==> config.mk <==
export PLATFORM = sky130hd
export DESIGN_NAME = fhc_ctrl
export DESIGN_NICKNAME = d
export VERILOG_FILES = /design/src/include/fhc_pkg.sv /design/src/logic/fhc_ctrl.sv
export SDC_FILE = /design/constraint.sdc
export NUM_CORES = 1
export LEC_CHECK = 0
export BUFFER_PORTS_ARGS = -buffer_cell sky130_fd_sc_hd__buf_2
export CORE_MARGIN = 5
export CORE_UTILIZATION = 57
export CTS_CLUSTER_DIAMETER = 100
export CTS_CLUSTER_SIZE = 24
export DETAILED_ROUTE_END_ITERATION = 8
export HOLD_SLACK_MARGIN = 0.08
export PLACE_DENSITY = 0.82
export SLEW_MARGIN = 20
export SYNTH_ARGS = -nofsm -noshare
export SYNTH_HDL_FRONTEND = slang
export SYNTH_SLANG_ARGS = --single-unit
==> constraint.sdc <==
create_clock -name aclk -period 4.1 [get_ports aclk]
set_input_delay 0.41 -clock aclk [delete_from_list [all_inputs] [get_ports aclk]]
set_output_delay 0.41 -clock aclk [all_outputs]
set_load 0.005 [all_outputs]
==> src/include/fhc_pkg.sv <==
// Constants and types for the flash lock and status-pin host controller.
// Assumes a 20 MHz aclk and a flash on an asynchronous parallel bus.
`default_nettype none
package fhc_pkg;

    // ****************************************************************
    // Timing.
    // ****************************************************************
    localparam int CLK_NS   = 50;  // Clock period in ns.
    localparam int T_WP_NS  = 70;  // Least write-enable low time.
    localparam int T_WPH_NS = 30;  // Least write-enable high time.
    localparam int T_ACC_NS = 150; // Read access time.
    localparam int T_RP_NS  = 100; // Least reset pin low time.

    // Rounds a least time up to whole cycles.
    function automatic int cyc_up(input int ns);
        return (ns + CLK_NS - 1) / CLK_NS;
    endfunction

    localparam logic [7:0] WP_CYC  = 8'(cyc_up(T_WP_NS));
    localparam logic [7:0] WPH_CYC = 8'(cyc_up(T_WPH_NS));
    localparam logic [7:0] ACC_CYC = 8'(cyc_up(T_ACC_NS));
    localparam logic [7:0] RP_CYC  = 8'(cyc_up(T_RP_NS));

    // ****************************************************************
    // Register map and fields.
    // ****************************************************************
    localparam logic [7:0] OFS_CMD  = 8'h00;
    localparam logic [7:0] OFS_ADDR = 8'h04;
    localparam logic [7:0] OFS_STAT = 8'h08;
    localparam int ST_BUSY   = 0;
    localparam int ST_REFUSE = 1;
    localparam int ST_PULSE  = 3;
    localparam logic [1:0] RESP_OKAY   = 2'h0;
    localparam logic [1:0] RESP_SLVERR = 2'h2;

    // Device status byte bit positions.
    localparam int SRB_READY = 7;
    localparam int SRB_EERR  = 5;
    localparam int SRB_PERR  = 4;
    localparam int SRB_VERR  = 3;
    localparam int SRB_SUSP  = 2;

    // Device command bytes.
    localparam logic [7:0] CMD_RD_STATUS  = 8'h70;
    localparam logic [7:0] CMD_CLR_STATUS = 8'hc5;
    localparam logic [7:0] CMD_CONFIG     = 8'hc1;
    localparam logic [7:0] CMD_LOCK_SETUP = 8'hc2;
    localparam logic [7:0] CMD_LSET_CONF  = 8'hc3;
    localparam logic [7:0] CMD_LCLR_CONF  = 8'hc4;

    // Status pin mode; zero is the ready/busy level mode.
    localparam logic [1:0] MODE_LEVEL = 2'h0;

    // Orders that software gives.
    typedef enum logic [2:0] {
        OP_NONE = 3'h0,
        OP_CFG  = 3'h1,
        OP_LSET = 3'h2,
        OP_LCLR = 3'h3,
        OP_CLRS = 3'h4,
        OP_RDS  = 3'h5,
        OP_RST  = 3'h6
    } fhc_op_t;

    typedef enum logic [7:0] {
        S_IDLE = 8'h01,
        S_RSC  = 8'h02,
        S_CHK  = 8'h04,
        S_WR1  = 8'h08,
        S_WR2  = 8'h10,
        S_POLL = 8'h20,
        S_CLR  = 8'h40,
        S_RST  = 8'h80
    } fhc_st_t;

    typedef struct packed {
        logic [23:0] addr;
        logic [15:0] dq_o;
        logic        dq_oe;
        logic        ce_n;
        logic        oe_n;
        logic        we_n;
        logic        rp_n;
    } fhc_pin_t;

    typedef struct packed {
        logic        awready;
        logic        wready;
        logic        bvalid;
        logic [1:0]  bresp;
        logic        arready;
        logic        rvalid;
        logic [1:0]  rresp;
        logic [31:0] rdata;
    } fhc_axi_t;

endpackage
`default_nettype wire

==> src/logic/fhc_ctrl.sv <==
// Host controller that drives a parallel flash to set the status pin
// mode, set one block lock, clear all locks and read status.
// Assumes software on AXI4-Lite and a flash that needs no clock.
// Function
// - Config command then code next write.
// - Configure only when not busy, not suspended.
// - Set-lock setup then confirm within block.
// - After set-lock check program error, clear.
// - Clear-lock setup then confirm, consecutive writes.
// - After clear-lock check erase error, clear.
// - Aborted clear-lock needs repeating; the code does not repeat it, it only sets locks_unk.
//
// The AXI4-Lite interface to the registers and the address map are this design's own decisions.
`timescale 1ns/1ps
`default_nettype none

module fhc_ctrl
    import fhc_pkg::*;
(
    input  wire logic        aclk,
    input  wire logic        aresetn,
    input  wire logic [7:0]  s_axi_awaddr,
    input  wire logic        s_axi_awvalid,
    output logic             s_axi_awready,
    input  wire logic [31:0] s_axi_wdata,
    input  wire logic [3:0]  s_axi_wstrb,
    input  wire logic        s_axi_wvalid,
    output logic             s_axi_wready,
    output logic [1:0]       s_axi_bresp,
    output logic             s_axi_bvalid,
    input  wire logic        s_axi_bready,
    input  wire logic [7:0]  s_axi_araddr,
    input  wire logic        s_axi_arvalid,
    output logic             s_axi_arready,
    output logic [31:0]      s_axi_rdata,
    output logic [1:0]       s_axi_rresp,
    output logic             s_axi_rvalid,
    input  wire logic        s_axi_rready,
    output logic [23:0]      fl_addr,
    output logic [15:0]      fl_dq_o,
    input  wire logic [15:0] fl_dq_i,
    output logic             fl_dq_oe,
    output logic             fl_ce_n,
    output logic             fl_oe_n,
    output logic             fl_we_n,
    output logic             reset_powerdown_pin_n,
    input  wire logic        status_output_pin
);

    // ****************************************************************
    // State.
    // ****************************************************************

    // All state of the controller in one record.
    typedef struct packed {
        fhc_st_t     st;         // Sequencer state.
        logic [7:0]  cnt;        // Cycle count inside a bus cycle.
        fhc_op_t     op;         // Order being carried out.
        logic [7:0]  code;       // Configuration code from software.
        logic [23:0] addr;       // Block address from software.
        logic [7:0]  srv;        // Last status byte read.
        logic [1:0]  mode;       // Status pin mode last accepted.
        logic        busy;       // An order is under way.
        logic        refused;    // Last order refused as not ready, suspended or unknown.
        logic        pulse_seen; // A completion pulse was caught.
        logic        locks_unk;  // Lock bits may be undefined.
        logic [2:0]  sync;       // Status pin synchroniser.
        logic        sts_lvl;    // Filtered status pin level.
        fhc_pin_t    pin;        // Flash pin drivers.
        fhc_axi_t    axi;        // Bus answer signals.
    } fhc_state_t;

    fhc_state_t r_reg;  // Registered state.
    fhc_state_t r_next; // Next state.
    logic       in_wr;  // A write cycle is on the flash bus.
    logic       in_rd;  // A read cycle is on the flash bus.
    logic       wr_end; // Last cycle of a write.
    logic       rd_end; // Last cycle of a read.
    logic [7:0] wbyte;  // Byte driven in a write cycle.

    // ****************************************************************
    // Bus cycle decode.
    // ****************************************************************

    // Classifies the state and picks the byte for each write.
    always_comb
    begin
        in_wr  = (r_reg.st == S_RSC) || (r_reg.st == S_WR1)
              || (r_reg.st == S_WR2) || (r_reg.st == S_CLR);
        in_rd  = (r_reg.st == S_CHK) || (r_reg.st == S_POLL);
        wr_end = r_reg.cnt == WP_CYC + WPH_CYC;
        rd_end = r_reg.cnt == ACC_CYC + 8'h01;
        wbyte  = CMD_RD_STATUS;
        if (r_reg.st == S_CLR)
        begin
            wbyte = CMD_CLR_STATUS;
        end
        else if (r_reg.st == S_WR1)
        begin
            // Setup byte of each two-cycle order.
            wbyte = (r_reg.op == OP_CFG) ? CMD_CONFIG : CMD_LOCK_SETUP;
        end
        else if (r_reg.st == S_WR2)
        begin
            // Second byte follows in the very next write.
            if (r_reg.op == OP_CFG)
            begin
                wbyte = r_reg.code;
            end
            else if (r_reg.op == OP_LSET)
            begin
                wbyte = CMD_LSET_CONF;
            end
            else
            begin
                wbyte = CMD_LCLR_CONF;
            end
        end
    end

    // ****************************************************************
    // Next state.
    // ****************************************************************

    // Bus slave, pin filter and the flash sequencer.
    always_comb
    begin
        r_next = r_reg;

        // The first stage feeds only the second.
        r_next.sync = {r_reg.sync[1:0], status_output_pin};

        // Write channel: address and data taken together.
        r_next.axi.awready = 1'b0;
        r_next.axi.wready  = 1'b0;
        if (r_reg.axi.bvalid && s_axi_bready)
        begin
            r_next.axi.bvalid = 1'b0;
        end
        if (!r_reg.axi.bvalid && !r_reg.axi.awready
            && s_axi_awvalid && s_axi_wvalid)
        begin
            r_next.axi.awready = 1'b1;
            r_next.axi.wready  = 1'b1;
        end
        if (r_reg.axi.awready)
        begin
            r_next.axi.bvalid = 1'b1;
            r_next.axi.bresp  = RESP_OKAY;
            case (s_axi_awaddr)
                OFS_CMD:
                begin
                    // A new order is ignored while one runs.
                    if (!r_reg.busy && s_axi_wstrb[0])
                    begin
                        r_next.op      = fhc_op_t'(s_axi_wdata[2:0]);
                        r_next.busy    = s_axi_wdata[2:0] != OP_NONE;
                        r_next.refused = 1'b0;
                        if (s_axi_wstrb[1])
                        begin
                            r_next.code = s_axi_wdata[15:8];
                        end
                    end
                end
                OFS_ADDR:
                begin
                    // Each byte lane updates only its own byte.
                    for (int i = 0; i < 3; i++)
                    begin
                        if (s_axi_wstrb[i])
                        begin
                            r_next.addr[8*i +: 8] = s_axi_wdata[8*i +: 8];
                        end
                    end
                end
                OFS_STAT:
                begin
                    // Writing one clears the caught pulse.
                    if (s_axi_wstrb[0] && s_axi_wdata[ST_PULSE])
                    begin
                        r_next.pulse_seen = 1'b0;
                    end
                end
                default:
                begin
                    r_next.axi.bresp = RESP_SLVERR;
                end
            endcase
        end

        // A level counts once second and third stage agree.
        if (r_reg.sync[1] == r_reg.sync[2])
        begin
            r_next.sts_lvl = r_reg.sync[2];
        end
        // A falling edge in a pulse mode is a completion event; it
        // comes after the clear above so a coinciding event stays.
        if (r_reg.mode != MODE_LEVEL && r_reg.sts_lvl && !r_next.sts_lvl)
        begin
            r_next.pulse_seen = 1'b1;
        end

        // Read channel.
        r_next.axi.arready = 1'b0;
        if (r_reg.axi.rvalid && s_axi_rready)
        begin
            r_next.axi.rvalid = 1'b0;
        end
        if (!r_reg.axi.rvalid && !r_reg.axi.arready && s_axi_arvalid)
        begin
            r_next.axi.arready = 1'b1;
        end
        if (r_reg.axi.arready)
        begin
            r_next.axi.rvalid = 1'b1;
            r_next.axi.rresp  = RESP_OKAY;
            case (s_axi_araddr)
                OFS_CMD:  r_next.axi.rdata = {16'h0000, r_reg.code, 5'h00, r_reg.op};
                OFS_ADDR: r_next.axi.rdata = {8'h00, r_reg.addr};
                OFS_STAT: r_next.axi.rdata = {14'h0000, r_reg.mode, r_reg.srv, 3'h0,
                                              r_reg.locks_unk, r_reg.pulse_seen,
                                              r_reg.sts_lvl, r_reg.refused, r_reg.busy};
                default:
                begin
                    r_next.axi.rdata = 32'h0000_0000;
                    r_next.axi.rresp = RESP_SLVERR;
                end
            endcase
        end

        // Flash pins follow the current bus cycle.
        r_next.pin.addr  = r_reg.addr;
        r_next.pin.dq_o  = {8'h00, wbyte};
        r_next.pin.dq_oe = in_wr;
        r_next.pin.ce_n  = !(in_wr || in_rd);
        r_next.pin.we_n  = !(in_wr && r_reg.cnt >= 8'h01 && r_reg.cnt <= WP_CYC);
        r_next.pin.oe_n  = !(in_rd && r_reg.cnt < ACC_CYC);
        r_next.pin.rp_n  = r_reg.st != S_RST;
        r_next.cnt       = r_reg.cnt + 8'h01;

        unique case (r_reg.st)
            S_IDLE:
            begin
                r_next.cnt = 8'h00;
                if (r_reg.busy)
                begin
                    if (r_reg.op == OP_RST)
                    begin
                        r_next.st = S_RST;
                    end
                    else if (r_reg.op > OP_RST)
                    begin
                        // An unknown order ends at once as refused.
                        r_next.busy    = 1'b0;
                        r_next.refused = 1'b1;
                    end
                    else
                    begin
                        r_next.st = S_RSC;
                    end
                end
            end
            S_RSC:
            begin
                // Puts the device in status read mode first.
                if (wr_end)
                begin
                    r_next.st  = S_CHK;
                    r_next.cnt = 8'h00;
                end
            end
            S_CHK:
            begin
                if (r_reg.cnt == ACC_CYC)
                begin
                    r_next.srv = fl_dq_i[7:0];
                end
                if (rd_end)
                begin
                    r_next.cnt = 8'h00;
                    if (r_reg.op == OP_RDS)
                    begin
                        r_next.st   = S_IDLE;
                        r_next.busy = 1'b0;
                    end
                    else if (r_reg.op == OP_CLRS)
                    begin
                        r_next.st = S_CLR;
                    end
                    else if (!r_reg.srv[SRB_READY] || r_reg.srv[SRB_SUSP])
                    begin
                        // Busy or suspended: never start these orders.
                        r_next.st      = S_IDLE;
                        r_next.busy    = 1'b0;
                        r_next.refused = 1'b1;
                    end
                    else
                    begin
                        r_next.st = S_WR1;
                    end
                end
            end
            S_WR1:
            begin
                if (wr_end)
                begin
                    r_next.st  = S_WR2;
                    r_next.cnt = 8'h00;
                end
            end
            S_WR2:
            begin
                if (wr_end)
                begin
                    r_next.cnt = 8'h00;
                    if (r_reg.op == OP_CFG)
                    begin
                        // Reserved bits set make a bad code, which the
                        // device flags, so the mode is not taken then.
                        if (r_reg.code[7:2] == 6'h00)
                        begin
                            r_next.mode = r_reg.code[1:0];
                        end
                        r_next.st = S_RSC;
                        r_next.op = OP_RDS;
                    end
                    else
                    begin
                        // Device now answers every read with status.
                        r_next.st = S_POLL;
                    end
                end
            end
            S_POLL:
            begin
                if (r_reg.cnt == ACC_CYC)
                begin
                    r_next.srv = fl_dq_i[7:0];
                end
                if (rd_end)
                begin
                    r_next.cnt = 8'h00;
                    // Repeat reads until the ready bit rises.
                    if (r_reg.srv[SRB_READY])
                    begin
                        if (r_reg.op == OP_LCLR)
                        begin
                            // Low voltage leaves lock bits unknown.
                            r_next.locks_unk = r_reg.srv[SRB_VERR]
                                            || r_reg.srv[SRB_EERR];
                        end
                        if (r_reg.srv[SRB_EERR] || r_reg.srv[SRB_PERR]
                            || r_reg.srv[SRB_VERR])
                        begin
                            r_next.st = S_CLR;
                        end
                        else
                        begin
                            r_next.st   = S_IDLE;
                            r_next.busy = 1'b0;
                        end
                    end
                end
            end
            S_CLR:
            begin
                // Clears the status byte; the last value read stays.
                if (wr_end)
                begin
                    r_next.st   = S_IDLE;
                    r_next.busy = 1'b0;
                    r_next.cnt  = 8'h00;
                end
            end
            S_RST:
            begin
                // Device reset returns the pin to level mode.
                if (r_reg.cnt == RP_CYC)
                begin
                    r_next.st   = S_IDLE;
                    r_next.busy = 1'b0;
                    r_next.mode = MODE_LEVEL;
                    r_next.cnt  = 8'h00;
                end
            end
        endcase
    end

    // ****************************************************************
    // Registers.
    // ****************************************************************

    // Registers the state; reset puts pins idle and the mode at level.
    always_ff @(posedge aclk)
    begin
        if (!aresetn)
        begin
            r_reg          <= '0;
            r_reg.st       <= S_IDLE;
            r_reg.op       <= OP_NONE;
            r_reg.mode     <= MODE_LEVEL;
            r_reg.sync     <= 3'h7;
            r_reg.sts_lvl  <= 1'b1;
            r_reg.pin.ce_n <= 1'b1;
            r_reg.pin.oe_n <= 1'b1;
            r_reg.pin.we_n <= 1'b1;
            r_reg.pin.rp_n <= 1'b1;
        end
        else
        begin
            r_reg <= r_next;
        end
    end

    assign s_axi_awready         = r_reg.axi.awready;
    assign s_axi_wready          = r_reg.axi.wready;
    assign s_axi_bvalid          = r_reg.axi.bvalid;
    assign s_axi_bresp           = r_reg.axi.bresp;
    assign s_axi_arready         = r_reg.axi.arready;
    assign s_axi_rvalid          = r_reg.axi.rvalid;
    assign s_axi_rresp           = r_reg.axi.rresp;
    assign s_axi_rdata           = r_reg.axi.rdata;
    assign fl_addr               = r_reg.pin.addr;
    assign fl_dq_o               = r_reg.pin.dq_o;
    assign fl_dq_oe              = r_reg.pin.dq_oe;
    assign fl_ce_n               = r_reg.pin.ce_n;
    assign fl_oe_n               = r_reg.pin.oe_n;
    assign fl_we_n               = r_reg.pin.we_n;
    assign reset_powerdown_pin_n = r_reg.pin.rp_n;

endmodule // fhc_ctrl

`default_nettype wire

# After elaboration in Yosys (flattened, before gate mapping)

Index checks and enable logic that the tools add are counted.

Add/sub/neg operators: 1
Order comparisons: 4
Eq/ne operators: 35
Mux-type cells: 68
Bitwise logic cells: 1
Reductions and logical operators: 57

Operators with widths:

| operator              | number |
|---|---|
| $pmux W16 S8          | 1 |
| $mux W8               | 14 |
| $mux W16              | 6 |
| $pmux W24 S3          | 1 |
| $mux W35              | 2 |
| $eq A8 B3 Y1 const B  | 4 |
| $mux W2               | 15 |
| $eq A8 B2 Y1 const B  | 3 |
| $eq A8 B4 Y1 const B  | 3 |
| $mux W24              | 1 |
| $mux W11              | 2 |
| $mux W19              | 1 |
| $mux W3               | 6 |
| $ne A2 B2 Y1 const B  | 9 |
| $logic_not A8 Y1      | 2 |
| $logic_and A1 B1 Y1   | 14 |
| $reduce_bool A2 Y1    | 7 |
| $mux W1               | 13 |
| $reduce_and A3 Y1     | 4 |
| $logic_not A1 Y1      | 10 |
| $reduce_and A10 Y1    | 1 |
| $eq A3 B3 Y1 const B  | 3 |
| $logic_or A1 B1 Y1    | 9 |
| $add A8 B1 Y8 const B | 1 |
| 29 further kinds      | 34 |

Flip-flop bits (word level): 155
Bits of input ports: 76
Word-level logic and storage cells: 198

# Logic depth before layout (Yosys ltp)

Depth in word-level cells: 10
Gate-level depth with buffers: 7
Gate-level depth less buffers: 7

# Least setup slack after synthesis

No wires, ideal clock.

Kind: input port to flip-flop
Start point: input s_axi_awaddr[5]
End point: register r_reg, in the netlist r_next[69]
Library setup time: 0.128 ns
Arrival time: 2.011 ns
Data required time: 3.972 ns
Path slack: 1.962 ns
Cell stages on the path: 5
Cells stage by stage: or4_1 -> nor4_1 -> nand3_2 -> mux2i_1 -> nor2_1

Longest elaborated chain between the ends: 2

RTL lines:

| item                               | line            | source |
|---|---|---|
| from (decl)                        | fhc_ctrl.sv:22  | `input wire logic [7:0] s_axi_awaddr,` |
| $eq A8 B3 Y1                       | fhc_ctrl.sv:150 | `case (s_axi_awaddr)` |
| $reduce_and A3 Y1 (no source line) | -               |  |
| to (signal assigned)               | fhc_ctrl.sv:411 | `r_reg <= r_next;` |
| to (decl)                          | fhc_ctrl.sv:73  | `fhc_state_t r_reg;` |

Every way passes these cells.
A chain may end at the register's enable or synchronous reset.

# Worst setup path in the final report

Start point: register r_reg[148] in the netlist's numbering
End point: register r_reg[146] in the netlist's numbering

Longest elaborated chain between the ends: 2

RTL lines:

| item                                       | line            | source |
|---|---|---|
| $eq A8 B8 Y1, or another cell as far along | fhc_ctrl.sv:241 | `unique case (r_reg.st)` |
| $pmux W16 S8 *                             | fhc_ctrl.sv:241 |  |

Every way passes the cells marked *; elsewhere a longest branch is shown, timed or not.

==> impl_summary.log <==
[metrics] Netlist Area Pre-Place: 6170 um^2
[metrics] period utilisation layout: 0.642
[metrics] CTS Root Cell: sky130_fd_sc_hd__clkbuf_8
[metrics] Core Box Area: 10700 um^2
[metrics] fraction of power consumed by combinational cells: 0.099
[metrics] Die ar.: ~13000 um^2
[metrics] Power Dens Cells: approximately 450 nW/um^2
[metrics] maximum number of pins on one net before global-route repair: 53
[metrics] net switching component of the power: ~0.8 mW
[metrics] Post-Synthesis Mean Instance Area: slightly above 9 um^2
[metrics] switching share of power: 0.257
[metrics] unrepaired setup endpoints after global routing: false
[metrics] GR Layer Usage met2: 0.387
[metrics] total of buffers placed on input and output ports: 126
[metrics] clock transition at the registers of the reported paths: 0.06 ns
[metrics] number of max-slew violations in the final report: 0
[metrics] overall overflow remaining after global route: 0
[metrics] stage delay of the slowest cell on the critical path: 0.72 ns
[metrics] DRC violations left: 0
[metrics] post-synthesis register bit count: 136
[metrics] GRT Max-Usage Layer: met2
[metrics] x dimension of the die: 114 um
[metrics] number of antenna cells inserted: 0
[metrics] critical path fanouts, max: 14
[metrics] antenna violations before repair: 0
[metrics] family with the most delay on the worst path: simple AND/OR/NAND/NOR gates
[metrics] cell types with the highest counts after synthesis: sky130_fd_sc_hd__dfxtp_1 (136), sky130_fd_sc_hd__buf_4 (78), sky130_fd_sc_hd__nor2_1 (63), sky130_fd_sc_hd__mux2i_1 (46), sky130_fd_sc_hd__nand2_1 (35)
[metrics] number of global-route vias before repair: 4748
[metrics] worst slew slack as a fraction of its limit: 0.308
[metrics] overall die height: around 110 um
[metrics] count of warnings emitted by yosys: 0
[metrics] share of the synthesized area in the top cell type: 0.441
[metrics] minimum clock period: ~2.6 ns
[metrics] crit path kind: flip-flop to flip-flop
[metrics] setup TNS: 0 ns
[metrics] sequential-to-total area share from yosys stat: 0.441
[metrics] Final Non-Filler Cells: 873
[metrics] post-synthesis cell type with the largest combined area: sky130_fd_sc_hd__dfxtp_1
[metrics] setup clock skew after layout: roughly 0.0077 ns
[metrics] via-per-instance ratio: ~5.6
[metrics] critical path endpoint category: flip-flop
[metrics] post-CTS setup repair buffer count: 0
[metrics] data required time at the worst endpoint: 4.55 ns
[metrics] DRT Pass-1 Iters: 5
[metrics] flip-flop cell with the highest count after synthesis: sky130_fd_sc_hd__dfxtp_1
[metrics] classification of the worst-slack hold path: input port to flip-flop
[metrics] grt met3 use: 0.0573
[metrics] starting density of the core: 0.576
[metrics] min setup slack post-route: 1.47 ns
[metrics] sequential share of power: 0.451
[metrics] outcome: finished clean
[metrics] CP Launch Type: flip-flop
[metrics] list of cells traversed by the critical path: or4_4, nor4_4, a32oi_2, a221o_1, nor2_1
[metrics] wire length per cell after detailed routing: 17.0 um
[metrics] synthesized netlist cell count: 669
[metrics] Static Leak: between 3 and 4 nW
[metrics] cells taking the most area after synthesis: sky130_fd_sc_hd__dfxtp_1 (44%), sky130_fd_sc_hd__buf_4 (9.5%), sky130_fd_sc_hd__mux2i_1 (7.5%)
[metrics] maximum VDD drop: around 0.00029 V
[metrics] Total GRT Usage: 0.229
[metrics] maximum operating frequency: between 300 and 400 MHz
[metrics] maximum clock path buffer count: 2
[metrics] Cell Int Power: approximately 2.3 mW
[metrics] Detailed Route WL: 14800 um
[metrics] total number of clock tree sinks: 136
[metrics] most common cell in the synthesized netlist: sky130_fd_sc_hd__dfxtp_1
[metrics] met1 track demand over resource: 0.285
[metrics] worst-skew pair later-pin latency: 0.52 ns
[metrics] core occupancy in the finished layout: 0.644
[metrics] TritonCTS buffer count: 17
[metrics] top-level port count: 162
[metrics] number of synthesized flops with an enable pin: 0
[metrics] vias after detailed routing: about 4900
[metrics] worst path bufs/invs: 0
[metrics] Syn-to-layout area delta: 11.6%
[metrics] violation count after the first detailed-routing iteration: 375
[metrics] data arrival time of the critical path: 3.09 ns
[metrics] Slowest-stage cell, CP: sky130_fd_sc_hd__nor4_4
[metrics] count of cell types in the netlist: 60
[metrics] number of standard-cell rows in the floorplan: 38
[metrics] transition time at the pin with the least slew margin: between 1 and 1.5 ns
[metrics] antenna violation net count after detailed routing: 0
[metrics] Post-synth ARST share: 0
[metrics] number of max-cap violations: 0
[metrics] weighted congestion at the end of routability-driven global placement: 0.937
[metrics] Detail Placement HPWL: ~11000 um
[metrics] Clock Power Share: 0.450
[metrics] total number of H-tree levels: 4
[metrics] endpoints failing hold: 0
[metrics] setup slack at placement: 1.48 ns
[metrics] proportion of layout cells with a drive suffix above 1: 0.254
[metrics] total of endpoints with negative setup slack in the final report: 0
[metrics] NumNets Final: 802
[metrics] TritonCTS clock tree: done
[metrics] # placed instances: 841
[metrics] global-route wire length before repair: between 20000 and 25000 um
[metrics] flip-flop count of the largest register, all copies and words added: 43
==> power by group through the flow <==
stage                     logic, mW  clock network, mW  registers [mW]
after global routing          0.339               1.49            1.40
after CTS                     0.306               1.41            1.40
after detailed placement      0.303                  0            1.42
after floorplan               0.262                  0            1.39
final                         0.307               1.40            1.40
after global placement        0.301                  0            1.43
==> layer usage <==
| layer | vias up | part of all wire |
|---|---|---|
| met2 | 193 | 0.50 |
| met1 | 2291 | 0.41 |
| li1 | 2345 | - |
| met4 | 0 | 0.019 |
| met3 | 32 | 0.071 |
| met5 | - | 0 |
==> what timing repair did <==
item,CTS,global route
endpoints found under the hold margin,1,0
resized for setup,0,0
hold buffers,1,0
==> worst paths after layout <==
path	from	end	slack (ns)	depth (start not counted)
max	r_reg[148]$_SDFFE_PN0P_	r_reg[146]$_SDFF_PN0_	1.47	5
min	s_axi_awvalid	s_axi_awready$_SDFF_PN0_	0.11	3
max reg2reg	r_reg[148]$_SDFFE_PN0P_	r_reg[146]$_SDFF_PN0_	1.47	5
min reg2reg	r_next[88]$_SDFF_PN1_	r_next[89]$_SDFF_PN1_	0.41	1
==> cells in the final DEF (no fill, tap or decap), drive strengths merged, types with 4 or more instances in the layout <==
master    n
a21oi    26
a22o     28
a31oi     5
and2     28
and3      5
buf     128
clkbuf   20
clkinv    7
conb     18
dfxtp   136
ha        5
inv      11
mux2i    46
nand2    35
nand2b   11
nand3    35
nor2     63
nor2b     5
nor3     16
nor3b     4
nor4     10
o21ai    22
or2       4
or4       6
xor2      7
==> cells by family (layout without fill, tap and decap cells) <==
kind of cell	count (synthesis)	after routing	synth area share
and+or+nand+nor	240	240	0.213
DFF	136	136	0.441
buffers and inverters	123	170	0.124
AOI/OAI and AO/OA	107	107	0.120
muxes	47	47	0.0765
xor gates and xnor gates	10	10	0.0142
adders and majority gates	5	5	0.0101
other	1	18	0.000608
==> cell type report <==
cell class / instances / area (um^2)
fill: 877 / 3810
multi-input combinational: 427 / 2750
sequential: 136 / 2720
timing repair buffer: 129 / 656
clock buffer: 20 / 445
tap: 140 / 175
clock inverter: 11 / 100
inverter: 10 / 37.5
==> through the flow <==
step | instance area (um^2) | total power [mW] | hold slack, ns
after floorplan | 6230 | 1.65 | 0.386
after global placement | 6330 | 1.73 | 0.401
after detailed placement | 6330 | 1.73 | 0.399
after CTS | 6880 | 3.11 | 0.102
after global routing | 6890 | 3.23 | 0.101
final | 6890 | 3.10 | 0.114
==> worst min-delay path: cells and delay by family <==
kind,cells,cell delay (ns)
and+or+nand+nor,2,0.07
buffers and inverters,1,0.09
Note: power is estimated with default switching activity, not from simulation.
